==> src/hdl/tccr_consts.svh <==
// Constants for the timer capture/compare register block.
// Assumes inclusion by bare name from every file that needs offsets, fields or reset values.
//
// Functional notes
// RULE_01: Capture/compare value is the match value in compare modes, capture target otherwise.
// RULE_02: With split select clear, all sixteen value bits are software readable and writable.
// RULE_03: In dual 8-bit operation the value register reads zero in its upper byte.
// RULE_04: In dual 8-bit operation software writes to the value upper byte are ignored.
// RULE_05: The low compare byte has no register; it is the value's lower eight bits.
// RULE_06: In dual 8-bit operation the high register holds the high-half capture/compare value.
// RULE_07: High register bits 15 to 8 are reserved, read-only, and reset to zero.
// RULE_08: Six modes decode from split select, counter/timer select and the edge function field.
// RULE_09: 16-bit compare mode honours output enable, polarity, single-shot and clock gating; the code ignores gating while output enable is set.
// RULE_10: 16-bit capture disables the pin output; polarity, single-shot, gating, reload apply.
// RULE_11: Dual 8-bit reload honours output enable and polarity; single-shot acts on high half.
// RULE_12: 8-bit capture mode applies capture controls to the high-byte half only.
// RULE_13: The third instance has no pin and works only as an internal timer.
// RULE_14: Capcmp flag sets on compare match or on an external-edge capture.
// RULE_15: Low compare flag sets only on low byte match; low half never captures.
// RULE_16: Edge field 01 captures rising, 10 falling, 11 both edges.
// RULE_17: A compare value outside the counting range gives no match and no flag.
// RULE_18: A capture beats a software write to the same register in one cycle.

`ifndef TCCR_CONSTS_SVH
`define TCCR_CONSTS_SVH

`define TCCR_ADDR_W 5
`define TCCR_DATA_W 16

`define TCCR_OFS_HIGH0 5'h03
`define TCCR_OFS_HIGH1 5'h07
`define TCCR_OFS_VALUE0 5'h0b
`define TCCR_OFS_VALUE1 5'h0f
`define TCCR_OFS_CTRL 5'h10
`define TCCR_OFS_STATUS 5'h11
`define TCCR_OFS_MASK 5'h12

`define TCCR_RESET_WORD 16'h0000
`define TCCR_RESET_BYTE 8'h00
`define TCCR_RESET_CTRL 9'h000
`define TCCR_RESET_FLAGS 2'h0

`define TCCR_CTRL_W 9
`define TCCR_CTRL_SPLIT 0
`define TCCR_CTRL_CT 1
`define TCCR_CTRL_EDGE_LO 2
`define TCCR_CTRL_EDGE_HI 3
`define TCCR_CTRL_OE 4
`define TCCR_CTRL_POL 5
`define TCCR_CTRL_SS 6
`define TCCR_CTRL_GATE 7
`define TCCR_CTRL_RELOAD 8

`define TCCR_FLAG_W 2
`define TCCR_FLAG_LOW 0
`define TCCR_FLAG_CAPCMP 1

`define TCCR_EDGE_NONE 2'h0
`define TCCR_EDGE_RISE 2'h1
`define TCCR_EDGE_FALL 2'h2
`define TCCR_EDGE_BOTH 2'h3

`endif

==> src/hdl/tccr_pkg.sv <==
// Types shared by the timer capture/compare register block.
// Assumes the constants header is compiled alongside.
package tccr_pkg;

	typedef enum logic [5:0] {
		TCCR_MODE_CMP16 = 6'b00_0001,
		TCCR_MODE_CAP16 = 6'b00_0010,
		TCCR_MODE_CNT16 = 6'b00_0100,
		TCCR_MODE_DUAL8 = 6'b00_1000,
		TCCR_MODE_CAP8 = 6'b01_0000,
		TCCR_MODE_CNT8 = 6'b10_0000
	} tccr_mode_t;

endpackage : tccr_pkg

==> src/hdl/tccr_edge_detect.sv <==
// Edge detector for the timer pin.
// Assumes the pin input is already synchronous to clk.
`timescale 1ns/10ps
`include "tccr_consts.svh"

module tccr_edge_detect (
	input wire logic clk,
	input wire logic rst_n,
	input wire logic ce,
	input wire logic pin_in,
	input wire logic [1:0] edge_function_field,
	output logic edge_rise,
	output logic edge_fall,
	output logic edge_hit
);

	logic pin_prev;

	always_ff @(posedge clk or negedge rst_n) begin
		if (!rst_n) begin
			pin_prev <= 1'b0;
		end else if (ce) begin
			pin_prev <= pin_in;
		end
	end

	assign edge_rise = pin_in & ~pin_prev;
	assign edge_fall = ~pin_in & pin_prev;

	// Both-edge selection is the OR of the two single-edge cases.
	always_comb begin
		case (edge_function_field)
			`TCCR_EDGE_RISE: edge_hit = edge_rise; // RULE_16
			`TCCR_EDGE_FALL: edge_hit = edge_fall; // RULE_16
			`TCCR_EDGE_BOTH: edge_hit = edge_rise | edge_fall; // RULE_16
			default: edge_hit = 1'b0;
		endcase
	end

endmodule // tccr_edge_detect

==> src/hdl/tccr_capcmp.sv <==
// One timer instance's capture/compare storage, mode decode, pin control and flags.
// Assumes the timer core outside supplies the count, reload values, count step and overflow pulses,
// all synchronous to clk; the register port is a plain one-cycle strobe bus.
//
// Added by the designer: strobed register access.
`timescale 1ns/10ps
`include "tccr_consts.svh"

module tccr_capcmp #(
	parameter bit HAS_PIN = 1'b1,
	parameter logic [`TCCR_ADDR_W-1:0] HIGH_ADDR = `TCCR_OFS_HIGH0,
	parameter logic [`TCCR_ADDR_W-1:0] VALUE_ADDR = `TCCR_OFS_VALUE0
) (
	input wire logic clk,
	input wire logic rst_n,
	input wire logic ce,
	input wire logic [`TCCR_ADDR_W-1:0] reg_addr,
	input wire logic [`TCCR_DATA_W-1:0] reg_wdata,
	input wire logic reg_wr,
	input wire logic reg_rd,
	output logic [`TCCR_DATA_W-1:0] reg_rdata,
	input wire logic [15:0] count_value,
	input wire logic [7:0] count_high_byte,
	input wire logic [15:0] reload_value,
	input wire logic [7:0] reload_high,
	input wire logic count_step,
	input wire logic overflow,
	input wire logic pin_in,
	output logic pin_out,
	output logic pin_oe_n,
	output logic timer_gate,
	output logic single_shot_run,
	output logic capture_pulse,
	output logic reload_pulse,
	output logic count_edge,
	output logic irq
);

	// Compare only counts once the count has climbed to the value; below the reload floor
	// the count never gets there, so such a value must never signal a match.
	function automatic logic in_range_match(
		input logic [15:0] count,
		input logic [15:0] match,
		input logic [15:0] floor
	);
		in_range_match = (match >= floor) && (count == match);
	endfunction

	function automatic tccr_pkg::tccr_mode_t decode_mode(
		input logic split,
		input logic ct,
		input logic [1:0] edge_sel
	);
		if (edge_sel == `TCCR_EDGE_NONE) begin
			decode_mode = split ? tccr_pkg::TCCR_MODE_DUAL8 : tccr_pkg::TCCR_MODE_CMP16;
		end else if (ct) begin
			decode_mode = split ? tccr_pkg::TCCR_MODE_CNT8 : tccr_pkg::TCCR_MODE_CNT16;
		end else begin
			decode_mode = split ? tccr_pkg::TCCR_MODE_CAP8 : tccr_pkg::TCCR_MODE_CAP16;
		end
	endfunction

	logic [`TCCR_CTRL_W-1:0] ctrl;
	logic [15:0] capcmp_value;
	logic [7:0] capcmp_high;
	logic [`TCCR_FLAG_W-1:0] status;
	logic [`TCCR_FLAG_W-1:0] mask;
	logic [`TCCR_FLAG_W-1:0] flag_set;
	logic [`TCCR_FLAG_W-1:0] next_status;
	logic [`TCCR_DATA_W-1:0] next_rdata;
	tccr_pkg::tccr_mode_t mode;

	logic split_byte_select;
	logic counter_timer_select;
	logic [1:0] edge_function_field;
	logic pin_output_enable;
	logic pin_polarity;
	logic single_shot;
	logic clock_gate_enable;
	logic capture_reload_enable;

	logic is_compare;
	logic is_capture;
	logic is_counter;
	logic oe_active;
	logic oe_prev;
	logic pol_latched;
	logic wave;
	logic toggle_due;
	logic pin_seen;
	logic edge_rise;
	logic edge_fall;
	logic edge_hit;
	logic capture_evt;
	logic capture16;
	logic capture8;
	logic match16;
	logic match_high;
	logic match_low;
	logic reload_gated_edge;
	logic wr_ctrl;
	logic wr_mask;
	logic wr_value;
	logic wr_high;
	logic rd_status;

	assign split_byte_select = ctrl[`TCCR_CTRL_SPLIT];
	assign counter_timer_select = ctrl[`TCCR_CTRL_CT];
	assign edge_function_field = ctrl[`TCCR_CTRL_EDGE_HI:`TCCR_CTRL_EDGE_LO];
	assign pin_output_enable = ctrl[`TCCR_CTRL_OE];
	assign pin_polarity = ctrl[`TCCR_CTRL_POL];
	assign single_shot = ctrl[`TCCR_CTRL_SS];
	assign clock_gate_enable = ctrl[`TCCR_CTRL_GATE];
	assign capture_reload_enable = ctrl[`TCCR_CTRL_RELOAD];

	assign wr_ctrl = reg_wr && (reg_addr == `TCCR_OFS_CTRL);
	assign wr_mask = reg_wr && (reg_addr == `TCCR_OFS_MASK);
	assign wr_value = reg_wr && (reg_addr == VALUE_ADDR);
	assign wr_high = reg_wr && (reg_addr == HIGH_ADDR);
	assign rd_status = reg_rd && (reg_addr == `TCCR_OFS_STATUS);

	assign mode = decode_mode(split_byte_select, counter_timer_select, edge_function_field); // RULE_08

	always_comb begin
		case (mode)
			tccr_pkg::TCCR_MODE_CMP16,
			tccr_pkg::TCCR_MODE_DUAL8: begin
				is_compare = 1'b1;
				is_capture = 1'b0;
				is_counter = 1'b0;
			end
			tccr_pkg::TCCR_MODE_CAP16,
			tccr_pkg::TCCR_MODE_CAP8: begin
				is_compare = 1'b0;
				is_capture = 1'b1;
				is_counter = 1'b0;
			end
			tccr_pkg::TCCR_MODE_CNT16,
			tccr_pkg::TCCR_MODE_CNT8: begin
				is_compare = 1'b0;
				is_capture = 1'b0;
				is_counter = 1'b1;
			end
			default: begin
				is_compare = 1'b0;
				is_capture = 1'b0;
				is_counter = 1'b0;
			end
		endcase
	end

	// Without a pin the instance sees a quiet input and never drives out.
	assign pin_seen = HAS_PIN ? pin_in : 1'b0; // RULE_13
	assign oe_active = HAS_PIN && is_compare && pin_output_enable; // RULE_09 RULE_10 RULE_11 RULE_12 RULE_13

	tccr_edge_detect u_edge (
		.clk(clk),
		.rst_n(rst_n),
		.ce(ce),
		.pin_in(pin_seen),
		.edge_function_field(edge_function_field),
		.edge_rise(edge_rise),
		.edge_fall(edge_fall),
		.edge_hit(edge_hit)
	);

	// In split capture only the high half captures; the low half stays a plain timer.
	assign capture_evt = is_capture && edge_hit;
	assign capture16 = capture_evt && (mode == tccr_pkg::TCCR_MODE_CAP16); // RULE_01 RULE_10
	assign capture8 = capture_evt && (mode == tccr_pkg::TCCR_MODE_CAP8); // RULE_06 RULE_12 RULE_15
	assign capture_pulse = capture_evt;
	assign count_edge = is_counter && edge_hit;

	// With both edges and gating, the polarity picks the edge that captures without reloading.
	assign reload_gated_edge = clock_gate_enable && (edge_function_field == `TCCR_EDGE_BOTH)
		&& (pin_polarity ? edge_rise : edge_fall);
	assign reload_pulse = capture_evt && capture_reload_enable && !reload_gated_edge; // RULE_10 RULE_12

	// Gating is ignored while the pin drives out, and in both-edge capture it gates reload instead.
	assign timer_gate = HAS_PIN && clock_gate_enable && !oe_active && !is_counter
		&& (mode != tccr_pkg::TCCR_MODE_DUAL8)
		&& !(is_capture && (edge_function_field == `TCCR_EDGE_BOTH))
		&& (pin_seen == pin_polarity); // RULE_09 RULE_10 RULE_12

	assign single_shot_run = single_shot; // RULE_09 RULE_11

	assign match16 = (mode == tccr_pkg::TCCR_MODE_CMP16) && count_step
		&& in_range_match(count_value, capcmp_value, reload_value); // RULE_01 RULE_17
	assign match_high = (mode == tccr_pkg::TCCR_MODE_DUAL8) && count_step
		&& in_range_match({8'h00, count_high_byte}, {8'h00, capcmp_high}, {8'h00, reload_high}); // RULE_06 RULE_17
	assign match_low = split_byte_select && !is_counter && count_step
		&& in_range_match({8'h00, count_value[7:0]}, {8'h00, capcmp_value[7:0]},
			{8'h00, reload_value[7:0]}); // RULE_05 RULE_15 RULE_17

	assign flag_set[`TCCR_FLAG_CAPCMP] = match16 || match_high || capture_evt; // RULE_14
	assign flag_set[`TCCR_FLAG_LOW] = match_low; // RULE_15

	// A new event in the very cycle of the clearing read survives it.
	assign next_status = (rd_status ? `TCCR_RESET_FLAGS : status) | flag_set;

	always_ff @(posedge clk or negedge rst_n) begin
		if (!rst_n) begin
			status <= `TCCR_RESET_FLAGS;
		end else if (ce) begin
			status <= next_status;
		end
	end

	always_ff @(posedge clk or negedge rst_n) begin
		if (!rst_n) begin
			mask <= `TCCR_RESET_FLAGS;
		end else if (ce && wr_mask) begin
			mask <= reg_wdata[`TCCR_FLAG_W-1:0];
		end
	end

	always_ff @(posedge clk or negedge rst_n) begin
		if (!rst_n) begin
			irq <= 1'b0;
		end else if (ce) begin
			irq <= |(next_status & mask);
		end
	end

	// Single-shot self-clears at the overflow/reload in compare modes and after the one capture
	// in capture modes; a software write in the same cycle takes priority.
	always_ff @(posedge clk or negedge rst_n) begin
		if (!rst_n) begin
			ctrl <= `TCCR_RESET_CTRL;
		end else if (ce) begin
			if (wr_ctrl) begin
				ctrl <= reg_wdata[`TCCR_CTRL_W-1:0];
			end else if ((is_compare && overflow) || capture_evt) begin
				ctrl[`TCCR_CTRL_SS] <= 1'b0; // RULE_10 RULE_12
			end
		end
	end

	always_ff @(posedge clk or negedge rst_n) begin
		if (!rst_n) begin
			capcmp_value <= `TCCR_RESET_WORD;
		end else if (ce) begin
			if (capture16) begin
				capcmp_value <= count_value; // RULE_01 RULE_18
			end else if (wr_value) begin
				if (split_byte_select) begin
					capcmp_value[7:0] <= reg_wdata[7:0]; // RULE_04 RULE_05
				end else begin
					capcmp_value <= reg_wdata; // RULE_02
				end
			end
		end
	end

	// Only eight bits are stored, so the reserved upper bits cannot be written.
	always_ff @(posedge clk or negedge rst_n) begin
		if (!rst_n) begin
			capcmp_high <= `TCCR_RESET_BYTE;
		end else if (ce) begin
			if (capture8) begin
				capcmp_high <= count_high_byte; // RULE_06 RULE_18
			end else if (wr_high) begin
				capcmp_high <= reg_wdata[7:0]; // RULE_06 RULE_07
			end
		end
	end

	// The wave bit toggles two clocks after a match or overflow, the pin one clock later; a match at the overflow
	// point falls in the same cycle and so gives only one toggle.
	always_ff @(posedge clk or negedge rst_n) begin
		if (!rst_n) begin
			toggle_due <= 1'b0;
			wave <= 1'b0;
		end else if (ce) begin
			toggle_due <= is_compare && (match16 || match_high || overflow);
			wave <= wave ^ toggle_due;
		end
	end

	// Polarity reaches the pin only when the output enable rises, so a change mid-waveform
	// cannot glitch the pin.
	always_ff @(posedge clk or negedge rst_n) begin
		if (!rst_n) begin
			oe_prev <= 1'b0;
			pol_latched <= 1'b0;
		end else if (ce) begin
			oe_prev <= oe_active;
			if (oe_active && !oe_prev) begin
				pol_latched <= pin_polarity; // RULE_09 RULE_11
			end
		end
	end

	always_ff @(posedge clk or negedge rst_n) begin
		if (!rst_n) begin
			pin_out <= 1'b0;
			pin_oe_n <= 1'b1;
		end else if (ce) begin
			pin_out <= oe_active && (wave ^ pol_latched);
			pin_oe_n <= !oe_active; // RULE_10 RULE_13
		end
	end

	always_comb begin
		next_rdata = `TCCR_RESET_WORD;
		if (reg_addr == VALUE_ADDR) begin
			next_rdata = split_byte_select ? {8'h00, capcmp_value[7:0]} : capcmp_value; // RULE_02 RULE_03
		end else if (reg_addr == HIGH_ADDR) begin
			next_rdata = {8'h00, capcmp_high}; // RULE_07
		end else if (reg_addr == `TCCR_OFS_CTRL) begin
			next_rdata = {7'h00, ctrl};
		end else if (reg_addr == `TCCR_OFS_STATUS) begin
			next_rdata = {14'h0000, status};
		end else if (reg_addr == `TCCR_OFS_MASK) begin
			next_rdata = {14'h0000, mask};
		end
	end

	always_ff @(posedge clk or negedge rst_n) begin
		if (!rst_n) begin
			reg_rdata <= `TCCR_RESET_WORD;
		end else if (ce) begin
			reg_rdata <= reg_rd ? next_rdata : `TCCR_RESET_WORD;
		end
	end

endmodule // tccr_capcmp

==> config.mk <==
export PLATFORM = sky130hd
export DESIGN_NAME = tccr_capcmp
export DESIGN_NICKNAME = d
export VERILOG_FILES = /design/src/hdl/tccr_pkg.sv /design/src/hdl/tccr_edge_detect.sv /design/src/hdl/tccr_capcmp.sv
export VERILOG_INCLUDE_DIRS = /design/src /design/src/hdl
export SDC_FILE = /design/constraint.sdc
export NUM_CORES = 1
export LEC_CHECK = 0
export ABC_CLOCK_PERIOD_IN_PS = 2200
export BUFFER_PORTS_ARGS = -buffer_cell sky130_fd_sc_hd__buf_2
export CORE_MARGIN = 2
export CORE_UTILIZATION = 30
export CTS_CLUSTER_DIAMETER = 200
export DETAILED_ROUTE_END_ITERATION = 6
export SETUP_SLACK_MARGIN = 0.3
export SYNTH_ARGS = -nofsm -noshare
export SYNTH_HDL_FRONTEND = slang
export SYNTH_SLANG_ARGS = --single-unit
==> constraint.sdc <==
create_clock -name clk -period 2.2 [get_ports clk]
set_clock_uncertainty 0.15 [all_clocks]
set_input_delay 0.22 -clock clk [delete_from_list [all_inputs] [get_ports clk]]
set_output_delay 0.22 -clock clk [all_outputs]
set_load 0.005 [all_outputs]
==> results of run 1 <==
## cell type report
cell class / instances / share of cell area, %
multi-input cells: 276 / 43.5
clock inverters: 4 / 0.868
repair buffers: 147 / 16.8
well taps: 172 / 3.93
clock buffers: 12 / 4.68
flip-flops and latches: 61 / 27.9
inverters: 33 / 2.26
## cells by family after synthesis
logic type	after synthesis	share of synthesized area, %
AO/OA/AOI/OAI	97	18.0
AND/OR/NAND/NOR	91	12.3
flip-flops	61	40.1
buffers and inverters	46	5.35
multiplexers	35	9.55
XOR/XNOR	27	6.20
adder cells (fa/ha/maj)	26	8.53
## routing by layer
| metal | GRT usage [%] | up-vias | share of wire (%) |
|---|---|---|---|
| li1 | - | 1686 | - |
| met1 | 23.6 | 1633 | 45 |
| met2 | 28.9 | 135 | 46 |
| met3 | 4.31 | 16 | 7.3 |
| met4 | 6.35 | 0 | 1.8 |
| met5 | 0 | - | 0 |
## what timing repair did
| action | 4_1_cts | 5_1_grt |
|---|---|---|
| resized for setup | 24 | 30 |
| hold buffers | 1 | 0 |
| pin swaps | 22 | 12 |
| endpoints found under the setup margin | 33 | 33 |
| buffers inserted | 6 | 1 |
| endpoints found under the hold margin | 60 | 0 |
## cell usage in the layout (no fill, tap or decap), drive strengths merged, types with 2 or more instances in the layout
master   count
a211oi       3
a21boi       2
a21o         3
a21oi       39
a222oi       8
a22o         8
a22oi        2
and3         5
buf        146
clkbuf      12
clkinv       2
dfrtp       60
ha          26
inv         33
mux2        11
mux2i       24
nand2       16
nand2b       4
nand3        6
nand3b       2
nand4       12
nor2        31
nor3         4
nor4         5
o21a         4
o21ai       11
o2bb2ai      7
xnor2       22
xor2         5
## report_power, final
| part | leakage [uW] | internal [uW] | switching (uW) | total [uW] |
|---|---|---|---|---|
| Clock | 0.000149 | 934 | 497 | 1430 |
| Combinational | 0.00173 | 832 | 813 | 1650 |
| Sequential | 0.000786 | 1360 | 254 | 1610 |
| Total | 0.00267 | 3120 | 1560 | 4690 |
## flip-flops by register name, summed over array words and instances, names as in the netlist
signal	flops
reg_rdata	16
pin_oe_n	1
u_edge.pin_prev	1
capcmp_high	8
pin_out	1
pol_latched	1
irq	1
oe_prev	1
ctrl	9
toggle_due	1
status	2
wave	1
mask	2
capcmp_value	16
## worst max-delay path, stage by stage, from the launching register on
cell	delay, ns
dfrtp_1	0.39
ha_1	0.27
and2b_1	0.18
o21ai_2	0.16
buf_6	0.13
a21oi_4	0.07
buf_4	0.16
buf_6	0.10
buf_4	0.13
a21oi_2	0.10
and3_4	0.19
o221ai_1	0.10
## per-stage QoR
stage                     utilization, %  cells  setup slack (ns)  instance area, sq um  total power, uW
after floorplan                        -    383            0.0599                  3900             2460
after detailed placement            38.8    681           -0.0419                  4860             3090
after global placement              38.8    681           -0.0361                  4860             3040
after global routing                43.8    705            -0.158                  5480             4990
final                               43.8    705           -0.0501                  5480             4690
after CTS                           42.7    704           -0.0540                  5340             4610
## worst max path at each step
| stage | startpoint | end | slack [ns] | cells past startpoint |
|---|---|---|---|---|
| 2_1_floorplan | u_edge.pin_prev | capcmp_value[14] | 0.06 | 9 |
| 3_3_place_gp | capcmp_high[0] | irq | -0.04 | 9 |
| 3_5_place_dp | capcmp_high[0] | irq | -0.04 | 9 |
| 4_1_cts | u_edge.pin_prev | reload_pulse | -0.05 | 7 |
| 5_1_grt | u_edge.pin_prev | irq | -0.16 | 11 |
| 6_report | u_edge.pin_prev | irq | -0.05 | 11 |
==> impl_metrics.json, run 1 <==
{
  "finalCritPeriodShare_pct": 102,
  "worst_setup_path_start_kind": "flop",
  "timing.hold.worst_endpoint": "ctrl[8]",
  "drt-pass1-iter-count": 7,
  "remaining_drcs": 4,
  "cts_buffers": 9,
  "route.detailed.wl_per_inst_microns": 16.6,
  "synth.largest_area_cell": "dfrtp_1",
  "synth_enable_flop_cells": 0,
  "place.port_buffers": 100,
  "totalWireLength_microns": 11700,
  "maxCapViolations": 0,
  "gp_congestion": 0.824,
  "die_h_microns": 117,
  "endpoint_kind": "flop",
  "ys_ff_latch": 61,
  "worst-endpoint-arrival_ns": 2.29,
  "critical_path_class": "reg -> reg",
  "static_leak_uw": 0.00267,
  "netlist_top_cells_count": "dfrtp_1, a21oi_1, inv_1",
  "timing.final.ws_setup_ns": -0.0501,
  "yosys_warnings": 0,
  "root_buffer": "clkbuf_16",
  "clock_sink_count": 61,
  "netlist_top_cells_area": "dfrtp_1, ha_1, mux2i_1, xnor2_1, a21oi_1",
  "ys_seq_area_share_pct": 40.1,
  "cts_tree": "done",
  "drive_above_1_share_pct": 43.3,
  "clk-insertion-delay-late_ns": 0.33,
  "report.final.slew_viol_count": 0,
  "num_io_pins": 101,
  "first_iter_violations": 230,
  "yosysMostFrequentCell": "dfrtp_1",
  "floorplan.rows": 41,
  "power.density_cell_area_nw_per_um2": 855,
  "synth_top_area_share_pct": 39.4,
  "multi_input_area_sq_um": 2380,
  "finalSetupViolCount": 2,
  "fp.dieArea_sq_um": 13600,
  "synth_fp_nets": 486,
  "synth_area_per_cell_sq_um": 9.96,
  "syn-instance-count": 383,
  "die_width_microns": 117,
  "worstRegToRegCells": 11,
  "netlist-cell-type-count": 56,
  "tns_ns": -0.0842,
  "grt_pass1_wl_microns": 18400,
  "largest_net_degree_at_the_start_of_global_routing": 62,
  "grt_setup_unrepaired": "true",
  "hold_path_depth": 2,
  "holdCritStartpoint": "reg_wdata[8]",
  "max_freq_ghz": 0.444,
  "register_area_sq_um": 1530,
  "hpwlAfterDp_microns": 8930,
  "route.antenna.remaining_nets": 0,
  "num_vias": 3470,
  "hold_violations": 0,
  "globalRouteTotalUtil_pct": 17.9,
  "num-fill-cells": 1222,
  "standard_cell_core_area_sq_um": 12500,
  "outcome": "finished with violations",
  "critical_path.reg2reg.startpoint": "u_edge.pin_prev",
  "rrSetupSlack_ns": -0.05,
  "antennaDiodeCount": 0,
  "r2r_end": "irq",
  "hold_path.class": "in -> reg",
  "hold-worst-slack_ns": 0.0296,
  "number_of_global_route_vias_before_repair": 3558,
  "worstMarginPinSlew_ns": 0.628,
  "areaGrowthSynthToFinish_pct": 43.7,
  "number_of_nets_in_the_layout": 631,
  "initial_core_util_pct": 30.5,
  "most_used_flip_flop_cell_after_synthesis": "dfrtp_1",
  "vdd_ir_drop_max_mv": 0.366,
  "worst-path-max-fanout": 3,
  "antenna_found_initial": 0,
  "netlist_area_sq_um": 3810,
  "violated_checks": "DRC, setup timing",
  "critical_path_required_time_ns": 2.24,
  "final.min_clock_period_ns": 2.25,
  "cts-htree-levels": 3,
  "cts.clk_slew.worst_paths_ns": 0.06,
  "slew_headroom_pct": 57.7,
  "via_per_inst": 4.92,
  "synthArstFlopShare_pct": 100,
  "grt_overflow_total": 0,
  "cts_max_path_buffers": 2
}
No activity file was read; power rests on OpenSTA's default activity.
==> run 2, diff against run 1 <==
--- a/config.mk
+++ b/config.mk
@@ -6,7 +6,7 @@
 export SDC_FILE = /design/constraint.sdc
 export NUM_CORES = 1
 export LEC_CHECK = 0
-export ABC_CLOCK_PERIOD_IN_PS = 2200
+export ABC_CLOCK_PERIOD_IN_PS = 2190
 export BUFFER_PORTS_ARGS = -buffer_cell sky130_fd_sc_hd__buf_2
 export CORE_MARGIN = 2
 export CORE_UTILIZATION = 30
==> constraint.sdc (replaced) <==
create_clock -name clk -period 2.19 [get_ports clk]
set_clock_uncertainty 0.15 [all_clocks]
set_input_delay 0.219 -clock clk [delete_from_list [all_inputs] [get_ports clk]]
set_output_delay 0.219 -clock clk [all_outputs]
set_load 0.005 [all_outputs]
==> run 2 against run 1 <==
Effect of this change:
- the flow finishes with violations (setup timing)
- via count increased by 2.1%
- sequential share of layout area decreased by 0.65 points
- clock power about the same
- global-route usage decreased by 0.15 points
- highest routed layer unchanged
- core utilization increased by 0.97 points
- fmax decreased by 0.16%
- power increased by 1.7%
- wire length increased by 1.9%
- setup slack got worse by 0.014 ns
==> impl_metrics.json, run 2 (same netlist as run 1, synthesis figures left out) <==
{
  "outcome": "finished with violations",
  "violated_checks": "setup timing",
  "static_leak_uw": 0.00269,
  "root_buffer": "clkbuf_16",
  "globalRouteTotalUtil_pct": 17.8,
  "place.port_buffers": 100,
  "slew_headroom_pct": 58.3,
  "totalWireLength_microns": 11900,
  "endpoint_kind": "flop",
  "finalCritPeriodShare_pct": 103,
  "switchingPower_uw": 1630,
  "hold-worst-slack_ns": 0.0327,
  "worst-endpoint-arrival_ns": 2.35,
  "pwr-share-seq_pct": 34.0,
  "power.density_cell_area_nw_per_um2": 851,
  "grt_overflow_total": 0,
  "via_per_inst": 5.00,
  "number_of_global_route_vias_before_repair": 3514,
  "tns_ns": -0.185,
  "layout.cell_area.non_filler_sq_um": 5600,
  "antenna_found_initial": 0,
  "hpwlAfterDp_microns": 8920,
  "layout.cells.most_common": "buf_2",
  "largest_net_degree_at_the_start_of_global_routing": 62,
  "drt-pass1-iter-count": 5,
  "clock_sink_count": 61,
  "route.antenna.remaining_nets": 0,
  "num-fill-cells": 1229,
  "worstMarginPinSlew_ns": 0.619,
  "grt_setup_unrepaired": "true",
  "cell_internal_power_dissipation_uw": 3130,
  "grt_pass1_wl_microns": 18300,
  "cts-htree-levels": 3,
  "antennaDiodeCount": 0,
  "die_width_microns": 117,
  "cts_tree": "done",
  "critical_path_required_time_ns": 2.28,
  "cts.clk_slew.worst_paths_ns": 0.06,
  "timing.final.ws_setup_ns": -0.0637,
  "max_freq_ghz": 0.444,
  "maxCapViolations": 0,
  "most-common-layout-cells": "buf_2, dfrtp_1, buf_4",
  "fp.dieArea_sq_um": 13600,
  "placed_cell_area_sq_um": 4860,
  "gp_congestion": 0.833,
  "first_iter_violations": 204,
  "initial_core_util_pct": 30.5,
  "clk-insertion-delay-late_ns": 0.33,
  "num_vias": 3543,
  "power.clock.fraction_pct": 29.4,
  "standard_cell_core_area_sq_um": 12500,
  "num_io_pins": 101,
  "report.final.slew_viol_count": 0,
  "finalSetupViolCount": 6,
  "design_power_total_uw": 4760,
  "comb_power_share_pct": 36.5,
  "cts_max_path_buffers": 2,
  "reg.largest.list": "capcmp_value (16), reg_rdata (16), ctrl (9)",
  "drive_above_1_share_pct": 44.2,
  "number_of_nets_in_the_layout": 634,
  "die_h_microns": 117,
  "route.detailed.wl_per_inst_microns": 16.9,
  "sw_frac_of_total_pct": 34.2,
  "hold_violations": 0,
  "areaGrowthSynthToFinish_pct": 46.9,
  "vdd_ir_drop_max_mv": 0.372,
  "remaining_drcs": 0,
  "final.min_clock_period_ns": 2.25,
  "floorplan.rows": 41,
  "worst-path-max-fanout": 2,
  "cts_buffers": 9,
  "worst_setup_path_start_kind": "flop",
  "critical_path_class": "reg -> reg",
  "hold_path.class": "in -> reg"
}
==> run 2: cell types whose count changed in the layout (fill, tap and decap cells not counted), sizes merged <==
cell,delta
buf,+1
clkbuf,-2
clkinv,+3
dlygate4sd3,+1
==> run 2: metal layers <==
| metal | track usage [%] | part of all wire (%) | wire [microns] |
|---|---|---|---|
| met5 | 0 | 0 | 0 |
| met4 | 5.65 | 1.7 | 205 |
| met3 | 4.77 | 7.8 | 937 |
| met2 | 28.7 | 47 | 5630 |
| met1 | 23.3 | 43 | 5180 |
==> run 2: path summary, 6_finish.rpt <==
kind                                      start             to  slack, ns  depth (start not counted)
worst max-delay path            capcmp_value[6]            irq      -0.06                          7
worst min-delay path               reg_wdata[6]        ctrl[6]       0.03                          3
worst max register to register  capcmp_value[6]            irq      -0.06                          7
worst min register to register     reg_rdata[1]   reg_rdata[1]       0.33                          1
max in group asynchronous                 rst_n        ctrl[2]       1.30                          3
min in group asynchronous                 rst_n  reg_rdata[14]       0.28                          3
==> run 2: power by group through the flow <==
| stage | registers, uW | logic, uW | clock network, uW |
|---|---|---|---|
| floorplan | 1580 | 885 | 0 |
| global placement | 1610 | 1450 | 0 |
| detailed placement | 1610 | 1480 | 0 |
| CTS | 1610 | 1570 | 1420 |
| global route | 1650 | 1930 | 1480 |
| finish | 1620 | 1740 | 1400 |
==> run 2: timing repair <==
action,CTS,global route
gates cloned,0,1
pin swaps,23,16
hold endpoints to repair,61,0
gates resized for setup,24,44
setup endpoints to repair,33,33
setup buffers,4,4
hold buffers,2,0
==> run 2: cell type report <==
cell class | instances | area, sq um | area share [%]
Sequential cell | 61 | 1530 | 27.3
Timing Repair Buffer | 150 | 975 | 17.4
Clock inverter | 7 | 66.3 | 1.18
Multi-Input combinational cell | 276 | 2470 | 44.0
Clock buffer | 9 | 225 | 4.02
Inverter | 33 | 124 | 2.21
Tap cell | 172 | 215 | 3.84
==> run 2: worst max-delay path, cell delays in order (launching register included) <==
cell and delay [ns]:
dfrtp_1 0.39, ha_1 0.30, nand4_1 0.13, or3_1 0.41, o32ai_2 0.27, o211ai_1 0.15
and3_4 0.23, o221ai_2 0.13
==> run 2: metrics by stage <==
step	util, %	setup WS (ns)	instances
2_1_floorplan	-	0.0499	383
3_3_place_gp	38.8	-0.0459	681
3_5_place_dp	38.8	-0.0679	681
4_1_cts	42.6	-0.0612	703
5_1_grt	44.8	-0.176	708
6_report	44.8	-0.0637	708
==> run 3, diff against run 2 <==
--- a/config.mk
+++ b/config.mk
@@ -6,7 +6,7 @@
 export SDC_FILE = /design/constraint.sdc
 export NUM_CORES = 1
 export LEC_CHECK = 0
-export ABC_CLOCK_PERIOD_IN_PS = 2190
+export ABC_CLOCK_PERIOD_IN_PS = 2400
 export BUFFER_PORTS_ARGS = -buffer_cell sky130_fd_sc_hd__buf_2
 export CORE_MARGIN = 2
 export CORE_UTILIZATION = 30
@@ -15,4 +15,5 @@
 export SETUP_SLACK_MARGIN = 0.3
 export SYNTH_ARGS = -nofsm -noshare
 export SYNTH_HDL_FRONTEND = slang
+export SYNTH_HIERARCHICAL = 1
 export SYNTH_SLANG_ARGS = --single-unit
==> constraint.sdc (replaced) <==
create_clock -name clk -period 2.4 [get_ports clk]
set_clock_uncertainty 0.15 [all_clocks]
set_input_delay 0.24 -clock clk [delete_from_list [all_inputs] [get_ports clk]]
set_output_delay 0.24 -clock clk [all_outputs]
set_load 0.005 [all_outputs]
==> run 3 against run 2 <==
Effect of this change:
- the run now ends clean
- sequential cell count stayed put
- non-clock buffer count shrank 8
- worst hold slack better by 0.0087 ns
- power decreased by 19%
- synthesized cell count up 0.26%
- sequential power down 12%
==> impl_metrics.json, run 3 <==
{
  "outcome": "completed",
  "cts_buffers": 9,
  "power.density_cell_area_nw_per_um2": 705,
  "clock_sink_count": 61,
  "tns_ns": 0,
  "cts_max_path_buffers": 2,
  "most_used_flip_flop_cell_after_synthesis": "dfrtp_1",
  "critical_path_class": "reg -> reg",
  "hold_path_depth": 3,
  "vdd_ir_drop_max_mv": 0.303,
  "number_of_global_route_vias_before_repair": 3469,
  "ys_ff_latch": 61,
  "yosysMostFrequentCell": "dfrtp_1",
  "most-common-layout-cells": "buf_2, dfrtp_1, inv_1",
  "worst-path-max-fanout": 3,
  "worst_setup_path_start_kind": "flop",
  "antenna_found_initial": 0,
  "cts_tree": "done",
  "grt_setup_unrepaired": "true",
  "clk-insertion-delay-late_ns": 0.33,
  "pwr-share-seq_pct": 36.7,
  "placed_cells": 654,
  "via_per_inst": 5.10,
  "layout.cells.most_common": "buf_2",
  "fp.dieArea_sq_um": 13600,
  "netlist_top_cells_area": "dfrtp_1, ha_1, mux2i_1, a21oi_1, mux2_2",
  "cell_internal_power_dissipation_uw": 2590,
  "final.min_clock_period_ns": 2.28,
  "netlist_top_cells_count": "dfrtp_1, a21oi_1, inv_1",
  "num_vias": 3579,
  "synth.largest_area_cell": "dfrtp_1",
  "largest_net_degree_at_the_start_of_global_routing": 37,
  "power.clock.fraction_pct": 35.3,
  "sw_frac_of_total_pct": 32.9,
  "maxCapViolations": 0,
  "standard_cell_core_area_sq_um": 12500,
  "switchingPower_uw": 1270,
  "num-fill-cells": 1218,
  "static_leak_uw": 0.00260,
  "reg.largest.list": "capcmp_value (16), reg_rdata (16), ctrl (9)",
  "finalCritPeriodShare_pct": 95.1,
  "root_buffer": "clkbuf_16",
  "netlist_area_sq_um": 3810,
  "syn-instance-count": 384,
  "synthArstFlopShare_pct": 100,
  "num_io_pins": 101,
  "globalRouteTotalUtil_pct": 18.1,
  "worst-endpoint-arrival_ns": 2.38,
  "critical_path_required_time_ns": 2.49,
  "finish.utilization_pct": 43.8,
  "cts.clk_slew.worst_paths_ns": 0.06,
  "stdcell_count": 702,
  "max_freq_ghz": 0.438,
  "number_of_nets_in_the_layout": 628,
  "slew_headroom_pct": 52.7,
  "first_iter_violations": 167,
  "comb_power_share_pct": 28.0,
  "areaGrowthSynthToFinish_pct": 44.0,
  "totalWireLength_microns": 12700,
  "drt-pass1-iter-count": 7,
  "yosys_warnings": 6,
  "antennaDiodeCount": 0,
  "netlist-cell-type-count": 52,
  "place.port_buffers": 100,
  "initial_core_util_pct": 30.4,
  "remaining_drcs": 0,
  "grt_overflow_total": 0,
  "finalSetupViolCount": 0,
  "die_width_microns": 117,
  "worstMarginPinSlew_ns": 0.707,
  "gp_congestion": 0.892,
  "route.antenna.remaining_nets": 0,
  "endpoint_kind": "flop",
  "synth_top_area_share_pct": 39.4,
  "worstRegToRegCells": 7,
  "hpwlAfterDp_microns": 9020,
  "ys_seq_area_share_pct": 40.1,
  "floorplan.rows": 41,
  "report.final.slew_viol_count": 0,
  "synth_fp_nets": 487,
  "hold_violations": 0,
  "synth_area_per_cell_sq_um": 9.92,
  "rrSetupSlack_ns": 0.12,
  "cts-htree-levels": 3,
  "route.detailed.wl_per_inst_microns": 18.1,
  "die_h_microns": 117,
  "hold_path.class": "in -> reg",
  "synth_enable_flop_cells": 0,
  "grt_pass1_wl_microns": 18600,
  "drive_above_1_share_pct": 43.2
}
[run 3: final timing paths]
check	startpoint	to
max in group asynchronous	rst_n	pin_oe_n
min in group asynchronous	rst_n	capcmp_value[4]
max reg2reg	capcmp_value[14]	status[1]
max	capcmp_value[14]	status[1]
min reg2reg	reg_rdata[1]	reg_rdata[1]
min	pin_in	u_edge/pin_prev
[run 3: critical path, cell delays in order (launching register included)]
cell and delay (ns):
dfrtp_1 0.41, ha_4 0.28, nand4_1 0.13, or4_4 0.54, o32ai_2 0.21, o211a_1 0.23
nor3_2 0.07, a21oi_1 0.17
[run 3: stage by stage]
stage / total power (uW) / area [sq um] / setup WS, ns / hold WS, ns
finish: 3870 / 5480 / 0.117 / 0.0413
global route: 4080 / 5480 / 0.00627 / 0.0523
detailed placement: 2250 / 4560 / 0.0282 / 0.161
floorplan: 1910 / 3820 / 0.134 / -0.206
global placement: 2210 / 4560 / 0.137 / 0.145
CTS: 3740 / 5150 / 0.129 / 0.0310
[run 3: logic make-up (layout without fill, tap and decap cells)]
family,Yosys count,after routing,synth area share [%]
and+or+nand+nor,97,98,13.5
AOI/OAI and AO/OA,94,94,17.2
DFF,61,61,40.1
buffers and inverters,44,189,4.90
muxes,35,35,9.56
xor gates and xnor gates,27,27,6.21
adders and majority gates,26,26,8.54
[run 3: power groups by stage]
stage	combinational (uW)	sequential, uW	clock (uW)
finish	1080	1420	1360
global route	1210	1440	1430
CTS	974	1390	1380
detailed placement	810	1440	0
global placement	778	1430	0
floorplan	548	1360	0
[run 3: layout make-up]
class,count,area [sq um],share of cell area [%]
clock buffer,10,239,4.36
inverter,31,116,2.12
tap,172,215,3.92
multi-input combinational,280,2360,43.1
clock inverter,6,70.1,1.28
sequential,61,1530,27.9
timing repair buffer,142,950,17.3
[run 3: what timing repair did]
action,in CTS,in global routing
endpoints found under the setup margin,19,32
endpoints found under the hold margin,25,0
hold buffers,1,0
resized for setup,19,55
gates cloned,1,3
pin swaps,10,21
buffers inserted,22,5
[run 3: per-layer routing]
metal  track usage [%]  up-vias  wire (microns)
met2              30.1      123            6060
met5                 0        -               0
met1              23.8     1757            5670
met3              3.68       19             718
met4              5.73        0             235
li1                  -     1680               -
